`config.mk`:
```
export PLATFORM = sky130hd
export DESIGN_NAME = dpdio_board
export DESIGN_NICKNAME = d
export VERILOG_FILES = /design/src/dpdio_pkg.sv /design/src/dpdio_board.sv
export SDC_FILE = /design/constraint.sdc
export NUM_CORES = 1
export LEC_CHECK = 0
export ABC_AREA = 0
export BUFFER_PORTS_ARGS = -buffer_cell sky130_fd_sc_hd__buf_2
export CAP_MARGIN = 20
export CORE_MARGIN = 3
export CORE_UTILIZATION = 45
export DETAILED_ROUTE_END_ITERATION = 7
export GPL_ROUTABILITY_DRIVEN = 0
export PLACE_DENSITY = 0.75
export SLEW_MARGIN = 0
export SYNTH_ARGS = -nofsm -noshare
export SYNTH_HDL_FRONTEND = slang
export SYNTH_SLANG_ARGS = --single-unit
```
`constraint.sdc`:
```
create_clock -name i_sys_clk -period 5.5 [get_ports i_sys_clk]
set_clock_uncertainty 0.15 [all_clocks]
set_input_delay 1.1 -clock i_sys_clk [delete_from_list [all_inputs] [get_ports i_sys_clk]]
set_output_delay 1.1 -clock i_sys_clk [all_outputs]
set_load 0.03 [all_outputs]
```
`src/dpdio_pkg.sv`:
```
// Package for the dual parallel port digital I/O board logic.
package dpdio_pkg;

    // ****************************************************************
    // Sizes
    // ****************************************************************
    localparam int CTRL_COUNT = 2;
    localparam int PORT_COUNT = 3;
    localparam int PORT_W = 8;
    localparam int JMP_W = 6;
    localparam int ADDR_W = 10;

    // ****************************************************************
    // Window offsets within the 16-byte decode
    // ****************************************************************
    localparam logic [1:0] OFF_PORT_A = 2'h0;
    localparam logic [1:0] OFF_PORT_B = 2'h1;
    localparam logic [1:0] OFF_PORT_C = 2'h2;
    localparam logic [1:0] OFF_CTRL = 2'h3;
    localparam int OFF_CTRL_SEL_BIT = 2;
    localparam int OFF_HOLE_BIT = 3;
    localparam int ADDR_WIN_LO = 4;
    localparam int ADDR_WIN_HI = 9;

    // ****************************************************************
    // Control byte fields and common values
    // ****************************************************************
    localparam int CW_MODE_SET_BIT = 7;
    localparam int CW_A_IN_BIT = 4;
    localparam int CW_CU_IN_BIT = 3;
    localparam int CW_B_IN_BIT = 1;
    localparam int CW_CL_IN_BIT = 0;
    localparam int CW_BSR_VAL_BIT = 0;
    localparam int CW_BSR_SEL_LO = 1;
    localparam int CW_BSR_SEL_HI = 3;
    localparam logic [7:0] CW_ALL_IN = 8'h9B;
    localparam logic [7:0] CW_ALL_OUT = 8'h80;
    localparam logic [7:0] CW_AB_IN_C_OUT = 8'h92;
    localparam logic [7:0] CW_RESET = CW_ALL_IN;
    localparam logic [7:0] LATCH_RESET = 8'h00;
    localparam int IRQ_BIT = 0;

    // ****************************************************************
    // Base address straps
    // ****************************************************************
    localparam logic [5:0] JMP_DELIVERED = 6'h30;
    localparam logic [9:0] BASE_DELIVERED = 10'h300;

    // ****************************************************************
    // Block state
    // ****************************************************************
    typedef logic [CTRL_COUNT-1:0][PORT_COUNT-1:0][PORT_W-1:0] dpdio_lines_t;

    typedef struct packed {
        logic ior_n_m;
        logic ior_n_s;
        logic iow_n_m;
        logic iow_n_s;
        logic iow_n_d;
        logic aen_m;
        logic aen_s;
        logic [ADDR_W-1:0] addr_m;
        logic [ADDR_W-1:0] addr_s;
        logic [PORT_W-1:0] data_m;
        logic [PORT_W-1:0] data_s;
        logic [JMP_W-1:0] jmp_m;
        logic [JMP_W-1:0] jmp_s;
        dpdio_lines_t pin_m;
        dpdio_lines_t pin_s;
        dpdio_lines_t latch;
        logic [CTRL_COUNT-1:0][PORT_W-1:0] ctrl;
        logic wr_pend;
        logic [3:0] wr_off;
        logic [PORT_W-1:0] wr_data;
        logic [PORT_W-1:0] rdata;
        logic drive;
        logic [CTRL_COUNT-1:0] irq;
    } dpdio_state_t;

endpackage

```
`src/dpdio_board.sv`:
```
// Host bus decode, two parallel port controllers and their line pins.
// Operation
// - Open jumper reads one, fitted reads zero.
// - Address bits 9..4 match jumpers selects window.
// - Leftmost jumper is bit 9, rightmost bit 4.
// - Delivered straps give base address 300 hex.
// - Offsets 0..3: first controller A, B, C, control.
// - Offsets 4..7: second controller A, B, C, control.
// - Offsets 3 and 7 are control registers.
// - Port bit n is line n.
// - Control write with bit 7 set sets direction and mode.
// - 9B all inputs, 80 all outputs, 92 C out.
// - Line C0 of each controller requests interrupt.
// - Direction per group: A, B, C halves.
// - Host data path is single bytes only.
// - 48 lines, 24 per controller header.
`timescale 1ns/1ps
module dpdio_board
    import dpdio_pkg::*;
(
    input wire logic i_sys_clk, // System clock, 100 MHz.
    input wire logic i_srst, // Synchronous reset, active high.
    input wire logic [ADDR_W-1:0] i_isa_addr, // Host I/O address.
    input wire logic i_isa_aen, // Host DMA address enable.
    input wire logic i_isa_ior_n, // Host I/O read strobe.
    input wire logic i_isa_iow_n, // Host I/O write strobe.
    input wire logic [PORT_W-1:0] i_isa_data, // Host write data.
    output logic [PORT_W-1:0] o_isa_data, // Host read data.
    output logic o_isa_data_oe_n, // Low while driving host data.
    input wire logic [JMP_W-1:0] i_base_address_jumper_header, // Straps.
    input wire logic [PORT_W-1:0] i_first_ctrl_a_line_bits, // Pins.
    output logic [PORT_W-1:0] o_first_ctrl_a_line_bits, // Drive.
    output logic [PORT_W-1:0] o_first_ctrl_a_line_oe_n, // Low drives.
    input wire logic [PORT_W-1:0] i_first_ctrl_b_line_bits, // Pins.
    output logic [PORT_W-1:0] o_first_ctrl_b_line_bits, // Drive.
    output logic [PORT_W-1:0] o_first_ctrl_b_line_oe_n, // Low drives.
    input wire logic [PORT_W-1:0] i_first_ctrl_c_line_bits, // Pins.
    output logic [PORT_W-1:0] o_first_ctrl_c_line_bits, // Drive.
    output logic [PORT_W-1:0] o_first_ctrl_c_line_oe_n, // Low drives.
    input wire logic [PORT_W-1:0] i_second_ctrl_a_line_bits, // Pins.
    output logic [PORT_W-1:0] o_second_ctrl_a_line_bits, // Drive.
    output logic [PORT_W-1:0] o_second_ctrl_a_line_oe_n, // Low drives.
    input wire logic [PORT_W-1:0] i_second_ctrl_b_line_bits, // Pins.
    output logic [PORT_W-1:0] o_second_ctrl_b_line_bits, // Drive.
    output logic [PORT_W-1:0] o_second_ctrl_b_line_oe_n, // Low drives.
    input wire logic [PORT_W-1:0] i_second_ctrl_c_line_bits, // Pins.
    output logic [PORT_W-1:0] o_second_ctrl_c_line_bits, // Drive.
    output logic [PORT_W-1:0] o_second_ctrl_c_line_oe_n, // Low drives.
    output logic [CTRL_COUNT-1:0] o_interrupt_capable_line_req // C0 levels.
);

    // ****************************************************************
    // Helpers
    // ****************************************************************

    // Whether a line group is an input under a control byte.
    function automatic logic grp_in(input logic [7:0] cw,
                                    input logic [1:0] p,
                                    input int b);
        logic r;
        case (p)
            OFF_PORT_A: r = cw[CW_A_IN_BIT];
            OFF_PORT_B: r = cw[CW_B_IN_BIT];
            default: r = (b >= 4) ? cw[CW_CU_IN_BIT] : cw[CW_CL_IN_BIT];
        endcase
        return r;
    endfunction

    // Host view of a port: input groups show pins, output groups latches.
    function automatic logic [7:0] port_view(input logic [7:0] cw,
                                             input logic [1:0] p,
                                             input logic [7:0] pins,
                                             input logic [7:0] lat);
        logic [7:0] v;
        v = '0;
        for (int b = 0; b < PORT_W; b++) begin
            v[b] = grp_in(cw, p, b) ? pins[b] : lat[b];
        end
        return v;
    endfunction

    // ****************************************************************
    // Pin gathering
    // ****************************************************************
    dpdio_state_t st_r;
    dpdio_state_t st_nxt;
    dpdio_lines_t pins_in;
    dpdio_lines_t lines_oe_n;
    logic sel;
    logic [3:0] off;
    logic rd_hit;
    logic wr_rise;
    logic [PORT_W-1:0] rd_val;
    logic [PORT_W-1:0] c_view;

    // Both controllers carry 24 lines each on their own header.
    assign pins_in[0][0] = i_first_ctrl_a_line_bits;
    assign pins_in[0][1] = i_first_ctrl_b_line_bits;
    assign pins_in[0][2] = i_first_ctrl_c_line_bits;
    assign pins_in[1][0] = i_second_ctrl_a_line_bits;
    assign pins_in[1][1] = i_second_ctrl_b_line_bits;
    assign pins_in[1][2] = i_second_ctrl_c_line_bits;

    // ****************************************************************
    // Next state
    // ****************************************************************

    // Host strobes are asynchronous, so every bus input is synchronised
    // first; this costs a few cycles of the long ISA strobe, no more.
    always_comb begin
        st_nxt = st_r;
        st_nxt.ior_n_m = i_isa_ior_n;
        st_nxt.ior_n_s = st_r.ior_n_m;
        st_nxt.iow_n_m = i_isa_iow_n;
        st_nxt.iow_n_s = st_r.iow_n_m;
        st_nxt.iow_n_d = st_r.iow_n_s;
        st_nxt.aen_m = i_isa_aen;
        st_nxt.aen_s = st_r.aen_m;
        st_nxt.addr_m = i_isa_addr;
        st_nxt.addr_s = st_r.addr_m;
        st_nxt.data_m = i_isa_data;
        st_nxt.data_s = st_r.data_m;
        st_nxt.jmp_m = i_base_address_jumper_header;
        st_nxt.jmp_s = st_r.jmp_m;
        st_nxt.pin_m = pins_in;
        st_nxt.pin_s = st_r.pin_m;

        // Leftmost strap is the top bit of the six-bit compare.
        sel = !st_r.aen_s
            && (st_r.addr_s[ADDR_WIN_HI:ADDR_WIN_LO]
                == st_r.jmp_s);
        off = st_r.addr_s[3:0];
        rd_hit = sel && !st_r.ior_n_s && !off[OFF_HOLE_BIT];

        // Read mux: offset bit 2 picks the controller, bits 1..0 the port.
        if (off[1:0] == OFF_CTRL) begin
            rd_val = st_r.ctrl[off[OFF_CTRL_SEL_BIT]];
        end else begin
            rd_val = port_view(st_r.ctrl[off[OFF_CTRL_SEL_BIT]],
                off[1:0],
                st_r.pin_s[off[OFF_CTRL_SEL_BIT]][off[1:0]],
                st_r.latch[off[OFF_CTRL_SEL_BIT]][off[1:0]]);
        end
        st_nxt.drive = rd_hit;
        if (rd_hit) begin
            st_nxt.rdata = rd_val;
        end

        // Write data may go away soon after the strobe rises, so the last
        // value seen while the strobe is low is committed at its end.
        if (sel && !st_r.iow_n_s && !off[OFF_HOLE_BIT]) begin
            st_nxt.wr_pend = 1'b1;
            st_nxt.wr_off = off;
            st_nxt.wr_data = st_r.data_s;
        end
        wr_rise = !st_r.iow_n_d && st_r.iow_n_s;
        if (wr_rise && st_r.wr_pend) begin
            st_nxt.wr_pend = 1'b0;
            if (st_r.wr_off[1:0] != OFF_CTRL) begin
                st_nxt.latch[st_r.wr_off[OFF_CTRL_SEL_BIT]]
                    [st_r.wr_off[1:0]] = st_r.wr_data;
            end else if (st_r.wr_data[CW_MODE_SET_BIT]) begin
                // A mode byte sets directions and clears that controller's
                // output latches, as the classic controller does.
                st_nxt.ctrl[st_r.wr_off[OFF_CTRL_SEL_BIT]] =
                    st_r.wr_data;
                st_nxt.latch[st_r.wr_off[OFF_CTRL_SEL_BIT]] = '0;
            end else begin
                // Bit 7 clear: single bit set or reset on port C.
                st_nxt.latch[st_r.wr_off[OFF_CTRL_SEL_BIT]][OFF_PORT_C]
                    [st_r.wr_data[CW_BSR_SEL_HI:CW_BSR_SEL_LO]]
                    = st_r.wr_data[CW_BSR_VAL_BIT];
            end
        end

        // Line C0 as seen by the host raises the request of its controller.
        // The whole port view is held in a variable, since a bit cannot be
        // selected straight out of a function result.
        c_view = '0;
        for (int c = 0; c < CTRL_COUNT; c++) begin
            c_view = port_view(st_r.ctrl[c], OFF_PORT_C,
                st_r.pin_s[c][OFF_PORT_C],
                st_r.latch[c][OFF_PORT_C]);
            st_nxt.irq[c] = c_view[IRQ_BIT];
        end

        // Reset leaves every controller in the all-input mode.
        if (i_srst) begin
            st_nxt = '0;
            st_nxt.ior_n_m = 1'b1;
            st_nxt.ior_n_s = 1'b1;
            st_nxt.iow_n_m = 1'b1;
            st_nxt.iow_n_s = 1'b1;
            st_nxt.iow_n_d = 1'b1;
            st_nxt.aen_m = 1'b1;
            st_nxt.aen_s = 1'b1;
            st_nxt.ctrl = {CTRL_COUNT{CW_RESET}};
        end
    end

    // ****************************************************************
    // State register
    // ****************************************************************

    // One register holds all state; reset is applied in the next-state logic.
    always_ff @(posedge i_sys_clk) begin
        st_r <= st_nxt;
    end

    // ****************************************************************
    // Outputs
    // ****************************************************************

    // Enables follow the stored control byte per group.
    always_comb begin
        for (int c = 0; c < CTRL_COUNT; c++) begin
            for (int p = 0; p < PORT_COUNT; p++) begin
                for (int b = 0; b < PORT_W; b++) begin
                    lines_oe_n[c][p][b] =
                        grp_in(st_r.ctrl[c], 2'(p), b);
                end
            end
        end
    end

    assign o_isa_data = st_r.rdata;
    assign o_isa_data_oe_n = !st_r.drive;
    assign o_interrupt_capable_line_req = st_r.irq;
    assign o_first_ctrl_a_line_bits = st_r.latch[0][0];
    assign o_first_ctrl_b_line_bits = st_r.latch[0][1];
    assign o_first_ctrl_c_line_bits = st_r.latch[0][2];
    assign o_second_ctrl_a_line_bits = st_r.latch[1][0];
    assign o_second_ctrl_b_line_bits = st_r.latch[1][1];
    assign o_second_ctrl_c_line_bits = st_r.latch[1][2];
    assign o_first_ctrl_a_line_oe_n = lines_oe_n[0][0];
    assign o_first_ctrl_b_line_oe_n = lines_oe_n[0][1];
    assign o_first_ctrl_c_line_oe_n = lines_oe_n[0][2];
    assign o_second_ctrl_a_line_oe_n = lines_oe_n[1][0];
    assign o_second_ctrl_b_line_oe_n = lines_oe_n[1][1];
    assign o_second_ctrl_c_line_oe_n = lines_oe_n[1][2];

    // ****************************************************************
    // Assertions
    // ****************************************************************

    // Host data is driven only for a decoded hit below offset 8.
    drive_window_a: assert property (
        @(posedge i_sys_clk) disable iff (i_srst)
        !o_isa_data_oe_n |-> $past(sel) && !$past(st_r.ior_n_s)
            && !$past(st_r.addr_s[OFF_HOLE_BIT]))
        else $error("host data driven outside the register window");

    // With delivered straps only the window at 300 hex is selected.
    default_base_a: assert property (
        @(posedge i_sys_clk) disable iff (i_srst)
        (st_r.jmp_s == JMP_DELIVERED && sel)
        |-> st_r.addr_s[ADDR_WIN_HI:ADDR_WIN_LO]
            == BASE_DELIVERED[ADDR_WIN_HI:ADDR_WIN_LO])
        else $error("delivered straps decode a wrong base");

    // A mode byte to offset 3 lands in the first control register.
    ctrl_write_a: assert property (
        @(posedge i_sys_clk) disable iff (i_srst)
        (wr_rise && st_r.wr_pend && st_r.wr_off == 4'h3
            && st_r.wr_data[CW_MODE_SET_BIT])
        |=> st_r.ctrl[0] == $past(st_r.wr_data))
        else $error("control byte not stored");

    // Offset 4 writes port A of the second controller.
    second_port_a: assert property (
        @(posedge i_sys_clk) disable iff (i_srst)
        (wr_rise && st_r.wr_pend && st_r.wr_off == 4'h4)
        |=> st_r.latch[1][0] == $past(st_r.wr_data))
        else $error("offset 4 write lost");

    // All-input byte releases every line of the first controller.
    all_input_a: assert property (
        @(posedge i_sys_clk) disable iff (i_srst)
        st_r.ctrl[0] == CW_ALL_IN
        |-> (&o_first_ctrl_a_line_oe_n) && (&o_first_ctrl_b_line_oe_n)
            && (&o_first_ctrl_c_line_oe_n))
        else $error("all-input mode still drives lines");

    // Port C halves follow their own direction bits.
    c_halves_a: assert property (
        @(posedge i_sys_clk) disable iff (i_srst)
        o_first_ctrl_c_line_oe_n
            == {{4{st_r.ctrl[0][CW_CU_IN_BIT]}},
                {4{st_r.ctrl[0][CW_CL_IN_BIT]}}})
        else $error("port C half direction wrong");

    // Reading an input port A returns the synchronised pins.
    input_read_a: assert property (
        @(posedge i_sys_clk) disable iff (i_srst)
        (rd_hit && off == 4'h0 && st_r.ctrl[0][CW_A_IN_BIT])
        |=> o_isa_data == $past(st_r.pin_s[0][0])
            && !o_isa_data_oe_n)
        else $error("input port read mismatch");

    // Request follows synchronised line C0 of the first controller one cycle later.
    irq_follow_a: assert property (
        @(posedge i_sys_clk) disable iff (i_srst)
        (st_r.ctrl[0][CW_CL_IN_BIT] && !$past(i_srst))
        |=> o_interrupt_capable_line_req[0]
            == $past(st_r.pin_s[0][2][IRQ_BIT]))
        else $error("interrupt request does not follow C0");

    // A bit command with bit 7 clear must leave the control bytes alone.
    bit_cmd_a: assert property (
        @(posedge i_sys_clk) disable iff (i_srst)
        (wr_rise && st_r.wr_pend && st_r.wr_off[1:0] == OFF_CTRL
            && !st_r.wr_data[CW_MODE_SET_BIT])
        |=> $stable(st_r.ctrl))
        else $error("bit command changed a control byte");

endmodule // dpdio_board

```
==> flow_metrics.env, run 1 <==
export IMPL_syn_nets=1054
export IMPL_synth_edf_count=0
export IMPL_max_freq_ghz=0.299
export IMPL_core_rowCount=52
export IMPL_dieArea_um2=23200
export IMPL_setup_violations=0
export IMPL_pin_count=184
export IMPL_cts_tree="built"
export IMPL_core_area_um2=20600
export IMPL_intPower_mw=2.80
export IMPL_cts_setup_buffers=0
export IMPL_vdd_drop_max_mv=0.241
export IMPL_post_cts_resized=0
export IMPL_ys_ff_latch=238
export IMPL_swShare_pct=21.2
export IMPL_hold_viol=0
export IMPL_clock_power_share_pct=45.6
export IMPL_grt_pass1_vias=6377
export IMPL_worstSetupEndpointType="register"
export IMPL_maxCapViolCount=0
export IMPL_whs_path_depth=1
export IMPL_p_switching_mw=0.752
export IMPL_nNetsFinal=1095
export IMPL_grt_pass1_wl_um=35000
export IMPL_dieHeight_um=152
export IMPL_synth_async_reset_ratio_pct=0
export IMPL_crit_arrival_ns=3.58
export IMPL_dp_slack_ns=2.32
export IMPL_postCtsHoldBufs=0
export IMPL_area_growth_pct=10.9
export IMPL_reg2reg_depth=5
export IMPL_multi_input_area_um2=3740
export IMPL_cts_sinks=238
export IMPL_crit_fanout=24
export IMPL_drtPass1Iterations=6
export IMPL_report_final_slew_viol_count=0
export IMPL_ys_warn_count=0
export IMPL_fp_dieW_um=152
export IMPL_fill_cells=1862
export IMPL_p_comb_share_pct=3.8
export IMPL_synth_cell_types=55
export IMPL_grt_antenna_before_repair=0
export IMPL_fin_crit_sh_pct=60.8
export IMPL_cellPowerDensity_nw_per_um2=332
export IMPL_grt_util_all_layers_pct=18.3
export IMPL_regArea_um2=4760
export IMPL_syn_area_um2=9620
export IMPL_dpl_hpwl_um=15000
export IMPL_max_slew_margin_pct=30.0
export IMPL_netlist_instances=977
export IMPL_synth_seq_area_share_pct=49.5
export IMPL_hold_path_class="reg2reg"
export IMPL_final_common_cell="dfxtp_1"
export IMPL_synthFlopType="dfxtp_1"
export IMPL_wl_per_cell_um=17.0
export IMPL_grt_overflow=0
export IMPL_crit_type="reg2reg"
export IMPL_clock_latency_ns=0.52
export IMPL_drive_above_1_share_pct=26.4
export IMPL_fin_area_um2=10700
export IMPL_dpl_cell_count=1262
export IMPL_diodes=0
export IMPL_final_cell_mix="dfxtp_1 (238), buf_2 (182), nor2b_1 (156)"
export IMPL_cts_root_buffer="clkbuf_16"
export IMPL_start_util_pct=46.7
export IMPL_vias_per_cell=5.16
export IMPL_first_iter_violations=629
export IMPL_rsz0062_at_grt="false"
export IMPL_io_buffers=183
export IMPL_grt_max_degree=91
export IMPL_antenna_left=0
export IMPL_worstMarginPinSlew_ns=1.04
export IMPL_utilization_pct=51.8
export IMPL_stdcell_count=1306
export IMPL_cts_path_max_buffers=3
export IMPL_period_needed_ns=3.34
export IMPL_dpl_cell_area_um2=9860
export IMPL_routed_via_count=6744
export IMPL_startpoint_type="register"
export IMPL_status="finished, final reports clean"
export IMPL_syn_avg_cell_area_um2=9.85
export IMPL_fin_ws_ns=2.16
export IMPL_drc=0
export IMPL_seq_power_share_pct=50.5
export IMPL_clk_pin_slew_ns=0.06
export IMPL_whs_ns=0.262
export IMPL_required_ns=5.74
export IMPL_p_leak_nw=4.25
export IMPL_power_total_mw=3.55
export IMPL_cts_made_buffers=24
export IMPL_wirelength_um=22100
export IMPL_ctsHtreeMaxLevel=1
export IMPL_tns_ns=0
-- state kept, by name, indices dropped and copies added, names as in the netlist --
register / cells
st_r: 168
o_first_ctrl_a_line_bits: 8
o_first_ctrl_b_line_bits: 8
o_first_ctrl_c_line_bits: 8
o_isa_data: 8
o_second_ctrl_a_line_bits: 8
o_second_ctrl_b_line_bits: 8
o_second_ctrl_c_line_bits: 8
off: 4
o_first_ctrl_c_line_oe_n: 2
o_interrupt_capable_line_req: 2
o_second_ctrl_c_line_oe_n: 2
o_first_ctrl_a_line_oe_n: 1
o_first_ctrl_b_line_oe_n: 1
o_second_ctrl_a_line_oe_n: 1
o_second_ctrl_b_line_oe_n: 1
-- worst paths after layout --
path                            startpoint                      endpoint  slack [ns]
worst min-delay path             st_r[236]                     st_r[235]        0.26
worst max register to register    st_r[21]  o_second_ctrl_a_line_bits[3]        2.16
worst min register to register   st_r[236]                     st_r[235]        0.26
worst max-delay path              st_r[21]  o_second_ctrl_a_line_bits[3]        2.16
-- synthesized netlist by cell type (all sizes together) (2+ instances only) --
library cell	n	share of area (%)
nor4	3	0.33
mux4	3	0.70
or2	7	0.46
o2bb2ai	6	0.55
nor2	76	3.0
nor2b	156	10
nand3b	3	0.23
a221oi	8	0.73
a211o	8	0.73
a21oi	21	1.1
a211oi	10	0.78
or4b	3	0.31
nand4	4	0.26
o2111ai	2	0.18
and2	3	0.20
inv	9	0.35
xnor2	6	0.55
clkbuf	45	1.8
dfxtp	238	50
o21ai	17	0.88
or3	2	0.13
mux2	20	2.3
o31ai	6	0.52
a22oi	34	2.7
a221o	6	0.62
nand3	11	0.57
nand2	44	1.7
nand2b	6	0.39
mux2i	48	5.0
a31oi	2	0.13
buf	131	9.5
nor3	5	0.36
nand4bb	3	0.35
o211ai	3	0.23
a32oi	7	0.64
o22ai	4	0.26
nand4b	6	0.55
-- logic make-up after synthesis --
family                    Yosys count  synth area share, %
and+or+nand+nor                   336                 19.4
AOI/OAI and AO/OA                 141                 10.9
muxes                              71                 8.04
xor gates and xnor gates            6                0.546
DFF                               238                 49.5
buffers and inverters             185                 11.6
-- worst max-delay path, stage by stage (launching register included) --
cell and delay [ns]:
dfxtp_1 0.81, nand4_1 0.65, nor2_1 0.92, nor2_1 0.35, a22oi_1 0.25, nor2_1 0.06
-- area by class of cell --
class / count / area share, %
inverter: 9 / 0.316
tap: 270 / 3.16
multi-input combinational: 554 / 35.1
clock buffer: 35 / 6.67
timing repair buffer: 191 / 9.20
clock inverter: 9 / 0.949
sequential: 238 / 44.6
-- power groups by stage --
stage | Clock, mW | Combinational (mW) | Sequential, mW
detailed placement | 0 | 0.137 | 1.83
global route | 1.72 | 0.152 | 1.80
floorplan | 0 | 0.0958 | 1.82
CTS | 1.65 | 0.138 | 1.79
finish | 1.62 | 0.136 | 1.79
global placement | 0 | 0.135 | 1.83
-- metal layers --
| layer | global-route usage [%] | share of wire (%) |
|---|---|---|
| met1 | 25.0 | 43 |
| met5 | 0 | 0 |
| met3 | 4.32 | 8.6 |
| met4 | 6.42 | 2.7 |
| met2 | 28.3 | 46 |
No activity file was read; power rests on OpenSTA's default activity.
==> inputs of run 2 (changes only) <==
==> constraint.sdc (replaced) <==
create_clock -name i_sys_clk -period 3.1 [get_ports i_sys_clk]
set_clock_uncertainty 0.15 [all_clocks]
set_input_delay 0.62 -clock i_sys_clk [delete_from_list [all_inputs] [get_ports i_sys_clk]]
set_output_delay 0.62 -clock i_sys_clk [all_outputs]
set_load 0.03 [all_outputs]
==> run 2 against run 1 <==
- cell area grew 1.4%
- flip-flop and latch count is the same
- worst setup slack lost 1.5 ns
- sequential share of layout area shrank 0.61 points
- global-route usage grew 0.20 points
- largest power group unchanged
- non-clock buffer count grew 12
- sequential power grew 78%
- hold slack lost 0.12 ns
==> flow_metrics.env, run 2 (synthesized netlist as in run 1, its figures left out) <==
export IMPL_status="finished, final reports clean"
export IMPL_hold_path_class="in2reg"
export IMPL_regToRegSetupSlack_ns=0.67
export IMPL_startpoint_type="register"
export IMPL_swShare_pct=20.4
export IMPL_core_area_um2=20600
export IMPL_grt_max_degree=123
export IMPL_cellPowerDensity_nw_per_um2=599
export IMPL_multi_input_area_um2=3740
export IMPL_clk_pin_slew_ns=0.07
export IMPL_dieArea_um2=23200
export IMPL_post_cts_resized=0
export IMPL_cts_made_buffers=24
export IMPL_io_buffers=183
export IMPL_vias_per_cell=5.15
export IMPL_crit_arrival_ns=2.72
export IMPL_nNetsFinal=1107
export IMPL_worstMarginPinSlew_ns=0.922
export IMPL_max_freq_ghz=0.412
export IMPL_vdd_drop_max_mv=0.433
export IMPL_r2r_start="st_r[21]"
export IMPL_worstSetupEndpointType="register"
export IMPL_power_total_mw=6.48
export IMPL_fp_dieW_um=152
export IMPL_path_cells="or4b_2 > a211oi_1 > o2111ai_1 > a21oi_1"
export IMPL_final_cell_mix="dfxtp_1 (238), buf_2 (182), nor2b_1 (156)"
export IMPL_wl_per_cell_um=17.1
export IMPL_clock_power_share_pct=47.2
export IMPL_antenna_left=0
export IMPL_slowest_stage="dfxtp_1"
export IMPL_p_comb_share_pct=3.7
export IMPL_drc=0
export IMPL_whs_ns=0.146
export IMPL_drtPass1Iterations=5
export IMPL_grt_overflow=0
export IMPL_report_final_slew_viol_count=0
export IMPL_maxCapViolCount=0
export IMPL_crit_fanout=24
export IMPL_area_growth_pct=12.5
export IMPL_fill_cells=1834
export IMPL_crit_type="reg2reg"
export IMPL_tns_ns=0
export IMPL_cp_top_family="flip-flops"
export IMPL_wirelength_um=22500
export IMPL_regArea_um2=4760
export IMPL_crit_buf_inv=0
export IMPL_diodes=0
export IMPL_ctsHtreeMaxLevel=1
export IMPL_p_switching_mw=1.32
export IMPL_pin_count=184
export IMPL_cts_setup_buffers=0
export IMPL_postCtsHoldBufs=0
export IMPL_cts_tree="built"
export IMPL_grt_pass1_vias=6298
export IMPL_whs_path_depth=2
export IMPL_period_needed_ns=2.43
export IMPL_holdCritStartpoint="i_isa_aen"
export IMPL_clock_latency_ns=0.51
export IMPL_cts_sinks=238
export IMPL_drive_above_1_share_pct=27.4
export IMPL_rsz0062_at_grt="false"
export IMPL_top_register="st_r"
export IMPL_required_ns=3.39
export IMPL_grt_antenna_before_repair=0
export IMPL_core_rowCount=52
export IMPL_reg2reg_depth=4
export IMPL_holdPathEnd="st_r[233]"
export IMPL_hold_viol=0
export IMPL_p_leak_nw=4.35
export IMPL_grt_pass1_wl_um=35200
export IMPL_dpl_hpwl_um=15400
export IMPL_final_common_cell="dfxtp_1"
export IMPL_intPower_mw=5.16
export IMPL_cts_path_max_buffers=3
export IMPL_seq_power_share_pct=49.1
export IMPL_max_stage_delay_ns=0.82
export IMPL_setup_violations=0
export IMPL_dieHeight_um=152
export IMPL_fin_crit_sh_pct=78.3
export IMPL_r2r_end="o_second_ctrl_c_line_bits[0]"
export IMPL_routed_via_count=6789
export IMPL_start_util_pct=46.7
export IMPL_cts_root_buffer="clkbuf_16"
export IMPL_grt_util_all_layers_pct=18.5
export IMPL_max_slew_margin_pct=38.5
export IMPL_largest_register_ffs=168
export IMPL_first_iter_violations=653
==> run 2: power by group through the flow <==
stage / sequential (mW) / combinational (mW) / clock (mW)
detailed placement: 3.25 / 0.242 / 0
global placement: 3.25 / 0.239 / 0
global route: 3.19 / 0.267 / 3.22
CTS: 3.18 / 0.243 / 3.10
floorplan: 3.23 / 0.170 / 0
finish: 3.18 / 0.240 / 3.06
==> run 2: worst reg2reg max path: stages, from the launching register on <==
cell and delay (ns):
dfxtp_1 0.82, or4b_2 0.64, a211oi_1 0.39, o2111ai_1 0.18, a21oi_1 0.17
==> run 2: per-layer routing <==
layer	GRT usage, %	wire [µm]	vias to the layer above
met3	3.86	2080	47
li1	-	-	3311
met5	0	0	-
met4	5.61	568	0
met2	29.1	10000	312
met1	25.6	9850	3119
==> run 2: worst max-delay path by stage <==
stage	from	to	slack, ns	cells after the start
2_1_floorplan	o_first_ctrl_a_line_oe_n[0]	o_isa_data[6]	1.10	5
6_report	st_r[21]	o_second_ctrl_c_line_bits[0]	0.67	4
4_1_cts	st_r[21]	o_second_ctrl_c_line_bits[0]	0.74	4
3_3_place_gp	off[0]	o_isa_data[6]	0.87	5
5_1_grt	st_r[21]	o_second_ctrl_c_line_bits[1]	0.57	5
3_5_place_dp	st_r[21]	o_second_ctrl_c_line_bits[0]	0.76	4
==> run 2: metrics by stage <==
| stage | area (µm²) | utilization (%) | std cells | setup WS (ns) |
|---|---|---|---|---|
| 6_report | 10800 | 52.5 | 1317 | 0.671 |
| 5_1_grt | 10800 | 52.5 | 1317 | 0.565 |
| 4_1_cts | 10800 | 52.5 | 1317 | 0.743 |
| 3_5_place_dp | 9960 | 48.3 | 1274 | 0.756 |
| 3_3_place_gp | 9960 | 48.3 | 1274 | 0.868 |
| 2_1_floorplan | 9620 | - | 977 | 1.10 |
==> run 2: area by class of cell <==
class | count | share of cell area, %
repair buffers | 203 | 10.0
multi-input cells | 554 | 34.6
inverters | 9 | 0.312
clock inverters | 10 | 1.23
well taps | 270 | 3.12
flip-flops and latches | 238 | 44.0
clock buffers | 33 | 6.71
